### config.mk
export PLATFORM = sky130hd
export DESIGN_NAME = scgts_tck_gate
export DESIGN_NICKNAME = d
export VERILOG_FILES = /design/src/common/scgts_pkg.sv /design/src/rtl/scgts_ms_serializer.sv /design/src/rtl/scgts_tck_gate.sv
export SDC_FILE = /design/constraint.sdc
export NUM_CORES = 1
export LEC_CHECK = 0
export BUFFER_PORTS_ARGS = -buffer_cell sky130_fd_sc_hd__buf_4
export CAP_MARGIN = 30
export CORE_MARGIN = 2
export CORE_UTILIZATION = 45
export CTS_CLUSTER_SIZE = 10
export DETAILED_ROUTE_END_ITERATION = 8
export SYNTH_ARGS = -nofsm -noshare
export SYNTH_HDL_FRONTEND = slang
export SYNTH_SLANG_ARGS = --single-unit
### constraint.sdc
create_clock -name clk -period 3.7 [get_ports clk]
set_clock_uncertainty 0.1 [all_clocks]
set_input_delay 0.555 -clock clk [delete_from_list [all_inputs] [get_ports clk]]
set_output_delay 0.555 -clock clk [all_outputs]
set_load 0.02 [all_outputs]
### src/common/scgts_pkg.sv
// Package: register map, field positions and carrier types of the test-clock gate block
`default_nettype none
package scgts_pkg;
  localparam int unsigned ADDR_W = 5;
  localparam int unsigned DATA_W = 32;
  localparam int unsigned LEN_W = 32;
  localparam int unsigned BYTE_W = 8;
  localparam int unsigned NUM_MS = 2;
  localparam int unsigned BITCNT_W = 3;

  // Byte addresses of the register words
  localparam logic [ADDR_W-1:0] OFS_CTRL0 = 5'h00;
  localparam logic [ADDR_W-1:0] OFS_CTRL1 = 5'h04;
  localparam logic [ADDR_W-1:0] OFS_ENABLE = 5'h08;
  localparam logic [ADDR_W-1:0] OFS_MS_A_DATA = 5'h0c;
  localparam logic [ADDR_W-1:0] OFS_MS_B_DATA = 5'h10;
  localparam logic [ADDR_W-1:0] OFS_LENGTH = 5'h14;
  localparam logic [ADDR_W-1:0] OFS_STATUS = 5'h18;

  // Control register 0
  localparam int unsigned CTRL0_LOOPBACK_BIT = 0;
  localparam int unsigned CTRL0_AUTO_HIGH_BIT = 1;
  // Control register 1
  localparam int unsigned CTRL1_FREEZE_EN_BIT = 2;
  // Enable register: bits 0 and 1 are the two mode-select serializers
  localparam int unsigned EN_MS_BASE_BIT = 0;
  localparam int unsigned EN_LENGTH_BIT = 2;
  // Status register
  localparam int unsigned ST_MS_FULL_BASE_BIT = 0;
  localparam int unsigned ST_MS_EMPTY_BASE_BIT = 2;
  localparam int unsigned ST_LOADED_BIT = 4;
  localparam int unsigned ST_TERMINAL_BIT = 5;
  localparam int unsigned ST_TCK_RUN_BIT = 6;
  localparam int unsigned ST_BITCNT_LSB = 8;

  localparam logic [DATA_W-1:0] CTRL_RST = 32'h0000_0000;
  localparam logic [LEN_W-1:0] LENGTH_RST = 32'h0000_0000;
  localparam logic [BITCNT_W-1:0] BITCNT_LAST = 3'h7;
  localparam logic [LEN_W-1:0] LENGTH_LAST = 32'h0000_0001;

  // Status of the test-data shifters that sit beside this block
  typedef struct packed {
    logic tdo_en;
    logic tdo_empty;
    logic pseudo_random_pattern_mode;
    logic pattern_seed_loaded;
    logic tdi_en;
    logic tdi_full;
    logic signature_compaction_mode;
    logic signature_seed_loaded;
  } scgts_shifter_status_t;

  // Timing handed to the test-data shifters, all aligned to the test clock
  typedef struct packed {
    logic run;
    logic swap;
    logic last;
  } scgts_tck_timing_t;
endpackage
`default_nettype wire

### src/rtl/scgts_ms_serializer.sv
// Double-buffered mode-select serializer: two byte registers, one shifting, one filling
`default_nettype none
module scgts_ms_serializer #(
  parameter int unsigned W = 8
) (
  input wire logic clk,
  input wire logic rst_n,
  input wire logic wr_valid,
  input wire logic [W-1:0] wr_data,
  input wire logic shift,
  input wire logic swap,
  output logic full,
  output logic empty,
  output logic head
);
  logic [W-1:0] data_q [2];
  logic [1:0] vld_q;
  logic act_q;
  wire logic wr_sel = vld_q[act_q] ? ~act_q : act_q;
  wire logic wr_ok = wr_valid & ~full;

  assign full = vld_q[0] & vld_q[1];
  assign empty = ~vld_q[act_q];
  assign head = data_q[act_q][0];

  always_ff @(posedge clk)
  begin
    if (!rst_n)
    begin
      data_q[0] <= '0;
      data_q[1] <= '0;
      vld_q <= 2'h0;
      act_q <= 1'b0;
    end
    else
    begin
      if (shift)
        data_q[act_q] <= data_q[act_q] >> 1;
      if (swap)
      begin
        vld_q[act_q] <= 1'b0;
        act_q <= ~act_q;
      end
      if (wr_ok)
      begin
        data_q[wr_sel] <= wr_data;
        vld_q[wr_sel] <= 1'b1;
      end
    end
  end
endmodule
`default_nettype wire

### src/rtl/scgts_tck_gate.sv
// Test-clock gate, scan length and bit-in-byte counters, mode-select outputs, register slave
// Functional notes
// - Clock enable changes only while system clock is low; test clock stops low.
// - Stop clock when data-out enabled and empty, or seeding unfinished.
// - Stop clock when data-in enabled and full, or compaction seed unfinished.
// - Stop clock when an enabled mode-select serializer is empty.
// - Stop clock when length counter enabled and unloaded or at terminal count.
// - Bit-in-byte counter swaps serializer registers every 8 cycles and at terminal.
// - Bit-in-byte counter clears at terminal count and at reset.
// - Freeze enable plus high freeze pin drives test clock high asynchronously.
// - Freeze gates only the clock output; shifting and counting carry on.
// - Host loads length counter; serializer status pauses clock for host access.
// - With length counter disabled, serializer status alone starts and stops clock.
// - Each mode-select serializer is two byte registers, one shifting, one filling.
// - Mode-select outputs change on falling clock edge, least bit first.
// - Mode-select outputs high in reset, released when output enable pin high.
// - Writes accepted unless full, enabled or not; writes when full dropped.
// - Serializer shifts only when enabled, holding data, and clock permitted.
// - Outside automatic high, mode-select outputs hold when not shifting or during loop-back.
// - Terminal-count swap discards unshifted bits of outgoing register.
// - Automatic high forces both mode-select outputs to 1 when count equals 1.
`default_nettype none
module scgts_tck_gate #(
  parameter int unsigned LEN_W = scgts_pkg::LEN_W,
  parameter int unsigned MS_W = scgts_pkg::BYTE_W
) (
  input wire logic clk,
  input wire logic rst_n,
  input wire logic [scgts_pkg::ADDR_W-1:0] avs_address,
  input wire logic avs_read,
  input wire logic avs_write,
  input wire logic [scgts_pkg::DATA_W-1:0] avs_writedata,
  input wire logic [3:0] avs_byteenable,
  output logic [scgts_pkg::DATA_W-1:0] avs_readdata,
  output logic avs_waitrequest,
  input wire scgts_pkg::scgts_shifter_status_t shifter_status,
  output scgts_pkg::scgts_tck_timing_t tck_timing,
  input wire logic freeze_pin,
  input wire logic out_enable_n,
  output logic test_clock,
  output logic [scgts_pkg::NUM_MS-1:0] mode_select_out,
  output logic [scgts_pkg::NUM_MS-1:0] mode_select_oe
);
  localparam int unsigned NMS = scgts_pkg::NUM_MS;

  // Bus slave state
  logic wait_q;
  logic [scgts_pkg::DATA_W-1:0] rdata_q;
  logic [scgts_pkg::DATA_W-1:0] ctrl0_q;
  logic [scgts_pkg::DATA_W-1:0] ctrl1_q;
  logic [scgts_pkg::DATA_W-1:0] enable_q;

  // Counters and gate state
  logic [LEN_W-1:0] len_q;
  logic loaded_q;
  logic [scgts_pkg::BITCNT_W-1:0] bit_q;
  logic tck_en_q;
  logic swap_q;
  logic last_q;
  logic [NMS-1:0] ms_q;
  logic [NMS-1:0] oe_s1_q;
  logic [NMS-1:0] oe_s2_q;
  logic [NMS-1:0] oe_q;

  // Address decode
  wire logic req = avs_read | avs_write;
  wire logic accept = req & ~wait_q;
  wire logic wr_acc = accept & avs_write;
  wire logic hit_ctrl0 = avs_address == scgts_pkg::OFS_CTRL0;
  wire logic hit_ctrl1 = avs_address == scgts_pkg::OFS_CTRL1;
  wire logic hit_enable = avs_address == scgts_pkg::OFS_ENABLE;
  wire logic hit_ms_a = avs_address == scgts_pkg::OFS_MS_A_DATA;
  wire logic hit_ms_b = avs_address == scgts_pkg::OFS_MS_B_DATA;
  wire logic hit_length = avs_address == scgts_pkg::OFS_LENGTH;
  wire logic hit_status = avs_address == scgts_pkg::OFS_STATUS;
  wire logic [NMS-1:0] hit_ms = {hit_ms_b, hit_ms_a};

  // Control fields
  wire logic loopback = ctrl0_q[scgts_pkg::CTRL0_LOOPBACK_BIT];
  wire logic auto_high = ctrl0_q[scgts_pkg::CTRL0_AUTO_HIGH_BIT];
  wire logic freeze_en = ctrl1_q[scgts_pkg::CTRL1_FREEZE_EN_BIT];
  wire logic len_en = enable_q[scgts_pkg::EN_LENGTH_BIT];
  wire logic [NMS-1:0] ms_en = enable_q[scgts_pkg::EN_MS_BASE_BIT +: NMS];

  // Byte-lane merge for the length load
  logic [LEN_W-1:0] lane_mask;
  genvar gl;
  generate
    for (gl = 0; gl < LEN_W / scgts_pkg::BYTE_W; gl++)
    begin : g_lane
      assign lane_mask[gl*scgts_pkg::BYTE_W +: scgts_pkg::BYTE_W] = {scgts_pkg::BYTE_W{avs_byteenable[gl]}};
    end
  endgenerate
  wire logic [LEN_W-1:0] len_load = (len_q & ~lane_mask) | (avs_writedata[LEN_W-1:0] & lane_mask);

  // Serializer status
  logic [NMS-1:0] ms_full;
  logic [NMS-1:0] ms_empty;
  logic [NMS-1:0] ms_head;

  // Test-clock events at the rising system edge, all decided at the falling edge before
  wire logic step = tck_en_q;
  wire logic swap_evt = swap_q;
  wire logic tc_evt = last_q;

  wire logic terminal = len_en & loaded_q & (len_q == '0);
  wire logic len_stop = len_en & (~loaded_q | (len_q == '0));
  wire logic tdo_stop = shifter_status.tdo_en &
    (shifter_status.tdo_empty | (shifter_status.pseudo_random_pattern_mode & ~shifter_status.pattern_seed_loaded));
  wire logic tdi_stop = shifter_status.tdi_en &
    (shifter_status.tdi_full | (shifter_status.signature_compaction_mode & ~shifter_status.signature_seed_loaded));
  wire logic ms_stop = |(ms_en & ms_empty);
  // Freeze stays out of the stop terms: it must not stall shifting or counting
  // Status alone when counter off
  wire logic go_d = ~(len_stop | tdo_stop | tdi_stop | ms_stop);
  wire logic at_last = len_en & loaded_q & (len_q == scgts_pkg::LENGTH_LAST);
  wire logic byte_end = bit_q == scgts_pkg::BITCNT_LAST;
  wire logic force_high = auto_high & at_last;
  // Counter parks at zero; only a host load restarts it
  wire logic len_dec = step & len_en & loaded_q & (len_q != '0);

  // Bit 7 is spare and reads as zero
  wire logic [scgts_pkg::DATA_W-1:0] status_word = {
    {(scgts_pkg::DATA_W - scgts_pkg::ST_BITCNT_LSB - scgts_pkg::BITCNT_W){1'b0}},
    bit_q, 1'b0, tck_en_q, terminal, loaded_q, ms_empty, ms_full};
  wire logic [scgts_pkg::DATA_W-1:0] rd_mux =
    hit_ctrl0 ? ctrl0_q :
    hit_ctrl1 ? ctrl1_q :
    hit_enable ? enable_q :
    hit_length ? len_q :
    hit_status ? status_word : '0;

  // Bus slave: waitrequest drops for one cycle on the edge after the request is seen
  always_ff @(posedge clk)
  begin
    if (!rst_n)
    begin
      wait_q <= 1'b1;
      rdata_q <= '0;
    end
    else
    begin
      wait_q <= ~(req & wait_q);
      if (avs_read & wait_q)
        rdata_q <= rd_mux;
    end
  end

  always_ff @(posedge clk)
  begin
    if (!rst_n)
    begin
      ctrl0_q <= scgts_pkg::CTRL_RST;
      ctrl1_q <= scgts_pkg::CTRL_RST;
      enable_q <= scgts_pkg::CTRL_RST;
    end
    else
    begin
      if (wr_acc & hit_ctrl0)
        ctrl0_q <= avs_writedata;
      if (wr_acc & hit_ctrl1)
        ctrl1_q <= avs_writedata;
      if (wr_acc & hit_enable)
        enable_q <= avs_writedata;
    end
  end

  always_ff @(posedge clk)
  begin
    if (!rst_n)
    begin
      len_q <= scgts_pkg::LENGTH_RST;
      loaded_q <= 1'b0;
    end
    else if (wr_acc & hit_length)
    begin
      len_q <= len_load;
      loaded_q <= 1'b1;
    end
    else if (len_dec)
      len_q <= len_q - LEN_W'(1);
  end

  always_ff @(posedge clk)
  begin
    if (!rst_n)
      bit_q <= '0;
    else if (tc_evt)
      bit_q <= '0;
    else if (step)
      bit_q <= bit_q + scgts_pkg::BITCNT_W'(1);
  end

  always_ff @(negedge clk)
  begin
    if (!rst_n)
    begin
      tck_en_q <= 1'b0;
      swap_q <= 1'b0;
      last_q <= 1'b0;
    end
    else
    begin
      tck_en_q <= go_d;
      swap_q <= go_d & (byte_end | at_last);
      last_q <= go_d & at_last;
    end
  end

  assign test_clock = (clk & tck_en_q) | (freeze_en & freeze_pin);

  always_ff @(posedge clk)
  begin
    if (!rst_n)
      tck_timing <= '0;
    else
    begin
      tck_timing.run <= go_d;
      tck_timing.swap <= go_d & (byte_end | at_last);
      tck_timing.last <= go_d & at_last;
    end
  end

  genvar gc;
  generate
    for (gc = 0; gc < NMS; gc++)
    begin : g_ms
      wire logic may_shift = ms_en[gc] & ~ms_empty[gc] & ~loopback;

      scgts_ms_serializer #(
        .W(MS_W)
      ) u_ser (
        .clk(clk),
        .rst_n(rst_n),
        .wr_valid(wr_acc & hit_ms[gc]),
        .wr_data(avs_writedata[MS_W-1:0]),
        .shift(step & may_shift),
        .swap(swap_evt & ms_en[gc]),
        .full(ms_full[gc]),
        .empty(ms_empty[gc]),
        .head(ms_head[gc])
      );

      always_ff @(negedge clk)
      begin
        if (!rst_n)
          ms_q[gc] <= 1'b1;
        else if (force_high)
          ms_q[gc] <= 1'b1;
        else if (go_d & may_shift)
          ms_q[gc] <= ms_head[gc];
      end

      // Output enable pin is asynchronous, so it is brought in through two stages
      always_ff @(posedge clk)
      begin
        if (!rst_n)
        begin
          oe_s1_q[gc] <= 1'b0;
          oe_s2_q[gc] <= 1'b0;
          oe_q[gc] <= 1'b1;
        end
        else
        begin
          oe_s1_q[gc] <= out_enable_n;
          oe_s2_q[gc] <= oe_s1_q[gc];
          oe_q[gc] <= ~oe_s2_q[gc];
        end
      end

      // High in reset, release on pin
      // Pad enable comes from a flop, so it cannot glitch as reset lets go
      assign mode_select_oe[gc] = oe_q[gc];

    end
  endgenerate

  assign mode_select_out = ms_q;
  assign avs_readdata = rdata_q;
  assign avs_waitrequest = wait_q;
endmodule
`default_nettype wire

### Word level (Yosys, flattened, before mapping)

Memories as Yosys holds them, arrays and structs flattened. A register that Yosys moved wholly into a read port is not among the register bits.
Cells that the tools add are included.

* $add $sub $neg: 2
* order comparisons: 8
* eq/ne operators: 8
* mux-type cells: 56
* bitwise logic cells: 75
* reductions and logical operators: 15

Operators with widths (number)
* 32-bit two-way mux: 6
* 32-bit AND: 2
* 1-bit AND: 40
* 1-bit two-way mux: 35
* 32-bit by 1-bit == test with 1-bit output, second input constant: 1
* 32-bit zero test: 1
* 8-bit two-way mux: 4
* 32-bit inverter: 1
* 32-bit bitwise OR: 1
* 32-bit nonzero test: 1
* 8-bit OR reduction: 4
* 32-bit by 1-bit subtractor with 32-bit output, second input constant: 1
* 5-bit == test, second input constant: 3
* 1-bit inverter: 15
* 2-bit two-way mux: 6
* 11-bit two-way mux: 1
* 5-bit by 4-bit == test with 1-bit output, second input constant: 2
* 1-bit bitwise OR: 9
* 1-bit by 2-bit less-than comparator with 1-bit output, second input constant: 4
* 2-bit AND: 3
* 2-bit OR reduction: 3
* 5-bit by 3-bit == test with 1-bit output, second input constant: 1
* 5-bit zero test: 1
* 1-bit demux with 1-bit select: 4
* other kinds (7): 15

* bits in registers: 182
* RAM bits: 32
* input port bits: 55
* output and inout port bits: 41
* logic and storage cells: 189
* memories: 2

Memories
* g_ms[0].u_ser.data_q: words 2, width 8, rd ports 1, clocked after Yosys merged registers in 1, wr ports 2, RTL line scgts_ms_serializer.sv:16 `logic [W-1:0] data_q [2];`
* g_ms[1].u_ser.data_q: words 2, width 8, rd ports 1, clocked after Yosys merged registers in 1, wr ports 2, RTL line scgts_ms_serializer.sv:16

### Longest topological paths before layout

* depth after elaboration: 10
* depth in mapped cells: 8
* depth with buffers taken out: 7

### Hierarchy

From an unflattened synthesis, not the netlist that was laid out.

* cells, all modules: 1163
* area total of the unflattened synthesis: 10090.9 um^2

Modules (own cells, without submodules)
* scgts_tck_gate: times used 1, cells an instance 1005, area an instance 7946.4 um^2, seq. area each 3523.4 um^2
* scgts_ms_serializer: times used 2, cells an instance 79, area an instance 1072.3 um^2, seq. area each 560.5 um^2

==> flow_summary.ini <==
[global_route]
overflow = 0
grt_pass1_vias = 8950
grt_pass1_wl_mm = 51.0
groute.usage.overall_pct = 27.4
grt_max_degree = 72
antenna_found_initial = 0

[placed_design]
post-place-cells = 1574
gp_congestion = 0.941
placed_area_sq_um = 11400
portBuffers = 95
dp_hpwl_mm = 21.6

[logic_synthesis]
yosysSeqAreaShare_pct = 46.5
yosysWarnings = 0
synth_seq_cells = 216
syn_area_sq_um = 9990
ys_types = 72
postSynthCellCount = 1203
synth_nets = 1262
ys.flop_type = dfxtp_1
avgSynthCellArea_sq_um = 8.31
ys_async_sr_fraction_pct = 0
synth_edf_count = 32

[pwr]
p_switching_mw = 1.24
sequentialPowerShare_pct = 45.3
p_clk_share_pct = 48.0
vdd.ir_drop.worst_mv = 0.296
totalPowerFinal_mw = 5.39
combPwrFrac_pct = 6.6
power.density_nw_per_um2 = 433
p_sw_share_pct = 23.0
internal_power_mw = 4.15
power.leakage_nw = 4.65

[finish]
area_growth_pct = 24.4
antenna_cells = 0
fin_cells = 1626
num-fill-cells = 2047
layout-drive-gt1-share_pct = 20.1
design_area_sq_um = 12400
layout.nets = 1391
most-common-layout-cells = nand2_1 (250), buf_4 (189), dfxtp_1 (180)
layout_commonest_cell = nand2_1

[setup_path]
r2r_slack_ps = -420
arrival_ps = 2750
worstSetupEndpointType = flip-flop
critPathLaunchType = flip-flop
ff2ff_path_depth = 5
timing.rr.end = mode_select_out[1]
required_ps = 2330
path_max_fanout = 3
worstSetupPathType = reg -> reg

[timing]
fin_tns_setup_ps = -1970
max_slew_margin_pct = 44.2
setup_slack_ps = -417
setup_viol = 7
tightest_slew_ps = 828
slew_violations = 0
finalHoldViolCount = 0
rsz0062_at_grt = true

[floorplan]
dieHeight_um = 153
fp.coreArea_sq_um = 21800
rows = 54
dieWidth_um = 153
initial_utilization_pct = 45.8
dieArea_sq_um = 23400
ios = 96

[route]
drc = 0
vias = 9625
detail_route.iter0.violations = 916
wl_mm = 32.2
wl_per_cell_um = 19.8
dr.pass1.iters = 6
ant_nets = 0
post_drt_via_cell_ratio = 5.92

[hold_path]
hp-class = in -> reg
min_from = out_enable_n
holdPathEnd = oe_s1_q[1]
worstHoldPathCells = 2

[clock_network]
clk_pin_slew_ps = 60
cts_tree = yes
insertion_delay_ps = 710

[run_status]
status = finished, violations left
violations = negative setup slack

[job]
maxCapViolCount = 0
[repair_timing]
action / in CTS / in global routing
cloned: 0 / 0
hold buffers: 0 / 0
pin swaps: 5 / 0
gates resized for setup: 14 / 7
buffers inserted: 4 / 0
setup endpoints to repair: 12 / 14
[through the flow]
step                utilization [%]  worst slack (ps)  hold WS (ps)
floorplan                         -              -648           252
CTS                            56.8              -416          9.40
detailed placement             52.4              -614           257
global placement               52.3              -602           273
finish                         57.0              -417          26.0
global route                   57.0              -463          36.4
[worst max-delay path by stage]
| stage | startpoint | end | slack [ps] | depth (start not counted) |
|---|---|---|---|---|
| floorplan | flip-flop | mode_select_out[1] | -650 | 6 |
| global placement | flip-flop | mode_select_out[0] | -600 | 7 |
| detailed placement | flip-flop | mode_select_out[1] | -610 | 5 |
| CTS | flip-flop | mode_select_out[1] | -420 | 5 |
| global route | flip-flop | mode_select_out[1] | -460 | 5 |
| finish | flip-flop | mode_select_out[1] | -420 | 5 |
[cell type report]
type	count	area [sq um]	share of cell area [%]
Multi-Input combinational cell	870	4970	40.0
Sequential cell	216	4650	37.4
Timing Repair Buffer	196	1520	12.2
Clock buffer	41	810	6.51
Tap cell	280	350	2.82
Clock inverter	10	82.6	0.664
Inverter	13	51.3	0.413
[routing by layer]
metal	GRT usage, %	wire (um)
met1	40.6	15000
met2	40.2	13900
met3	5.44	2700
met4	8.42	678
met5	0	0
[cells by family after synthesis]
group           synth area share, %
compound gates                 24.1
xor+xnor                      0.701
fa+ha+maj                     0.501
buf+inv                        4.72
flops                          46.5
mux                            2.23
simple gates                   21.2
[power groups by stage]
stage	Combinational [mW]	Sequential, mW	Clock, mW
2_1_floorplan	0.148	2.52	0.0174
3_3_place_gp	0.344	2.49	0.0217
4_1_cts	0.354	2.44	2.63
5_1_grt	0.384	2.45	2.72
6_report	0.357	2.44	2.59
3_5_place_dp	0.348	2.49	0.0217
[worst max-delay path, cell delays in order (launching register included)]
cell,delay [ps]
dfxtp_2,310
or4_4,510
or4_4,600
nor4_4,230
nor3_1,70
or4_1,390
[Yosys cell counts (3+ instances only)]
| cell type | count | share of area (%) |
|---|---|---|
| clkbuf_1 | 82 | 3.1 |
| o31ai_1 | 6 | 0.45 |
| nand2_1 | 250 | 9.4 |
| a22oi_1 | 26 | 2.0 |
| a211oi_1 | 19 | 1.4 |
| edfxtp_1 | 32 | 9.6 |
| nor3_1 | 17 | 0.85 |
| nor3b_1 | 3 | 0.23 |
| nand2b_1 | 8 | 0.50 |
| inv_1 | 14 | 0.53 |
| clkbuf_2 | 6 | 0.30 |
| and2_1 | 17 | 1.1 |
| o211a_1 | 4 | 0.40 |
| a31oi_1 | 8 | 0.50 |
| nor2b_1 | 5 | 0.31 |
| and3_1 | 11 | 0.69 |
| xnor2_1 | 6 | 0.53 |
| ha_1 | 4 | 0.50 |
| o221ai_1 | 4 | 0.35 |
| mux2i_1 | 20 | 2.0 |
| a31o_2 | 3 | 0.26 |
| o2bb2ai_1 | 19 | 1.7 |
| o22ai_1 | 4 | 0.25 |
| a21oi_1 | 153 | 7.7 |
| nor4_1 | 8 | 0.50 |
| nand3_1 | 21 | 1.1 |
| nor2_1 | 66 | 2.5 |
| or3_1 | 5 | 0.31 |
| and4_1 | 3 | 0.26 |
| o211ai_1 | 9 | 0.68 |
| a221oi_1 | 18 | 1.6 |
| dfxtp_1 | 184 | 37 |
| or4_1 | 12 | 0.90 |
| or2_2 | 4 | 0.25 |
| o21ai_0 | 59 | 3.0 |
| buf_1 | 9 | 0.34 |
| o21a_1 | 6 | 0.45 |
| nand4_1 | 15 | 0.94 |
| o31a_1 | 4 | 0.35 |
| a32oi_1 | 11 | 0.96 |
(Power assumes the default switching activity.)
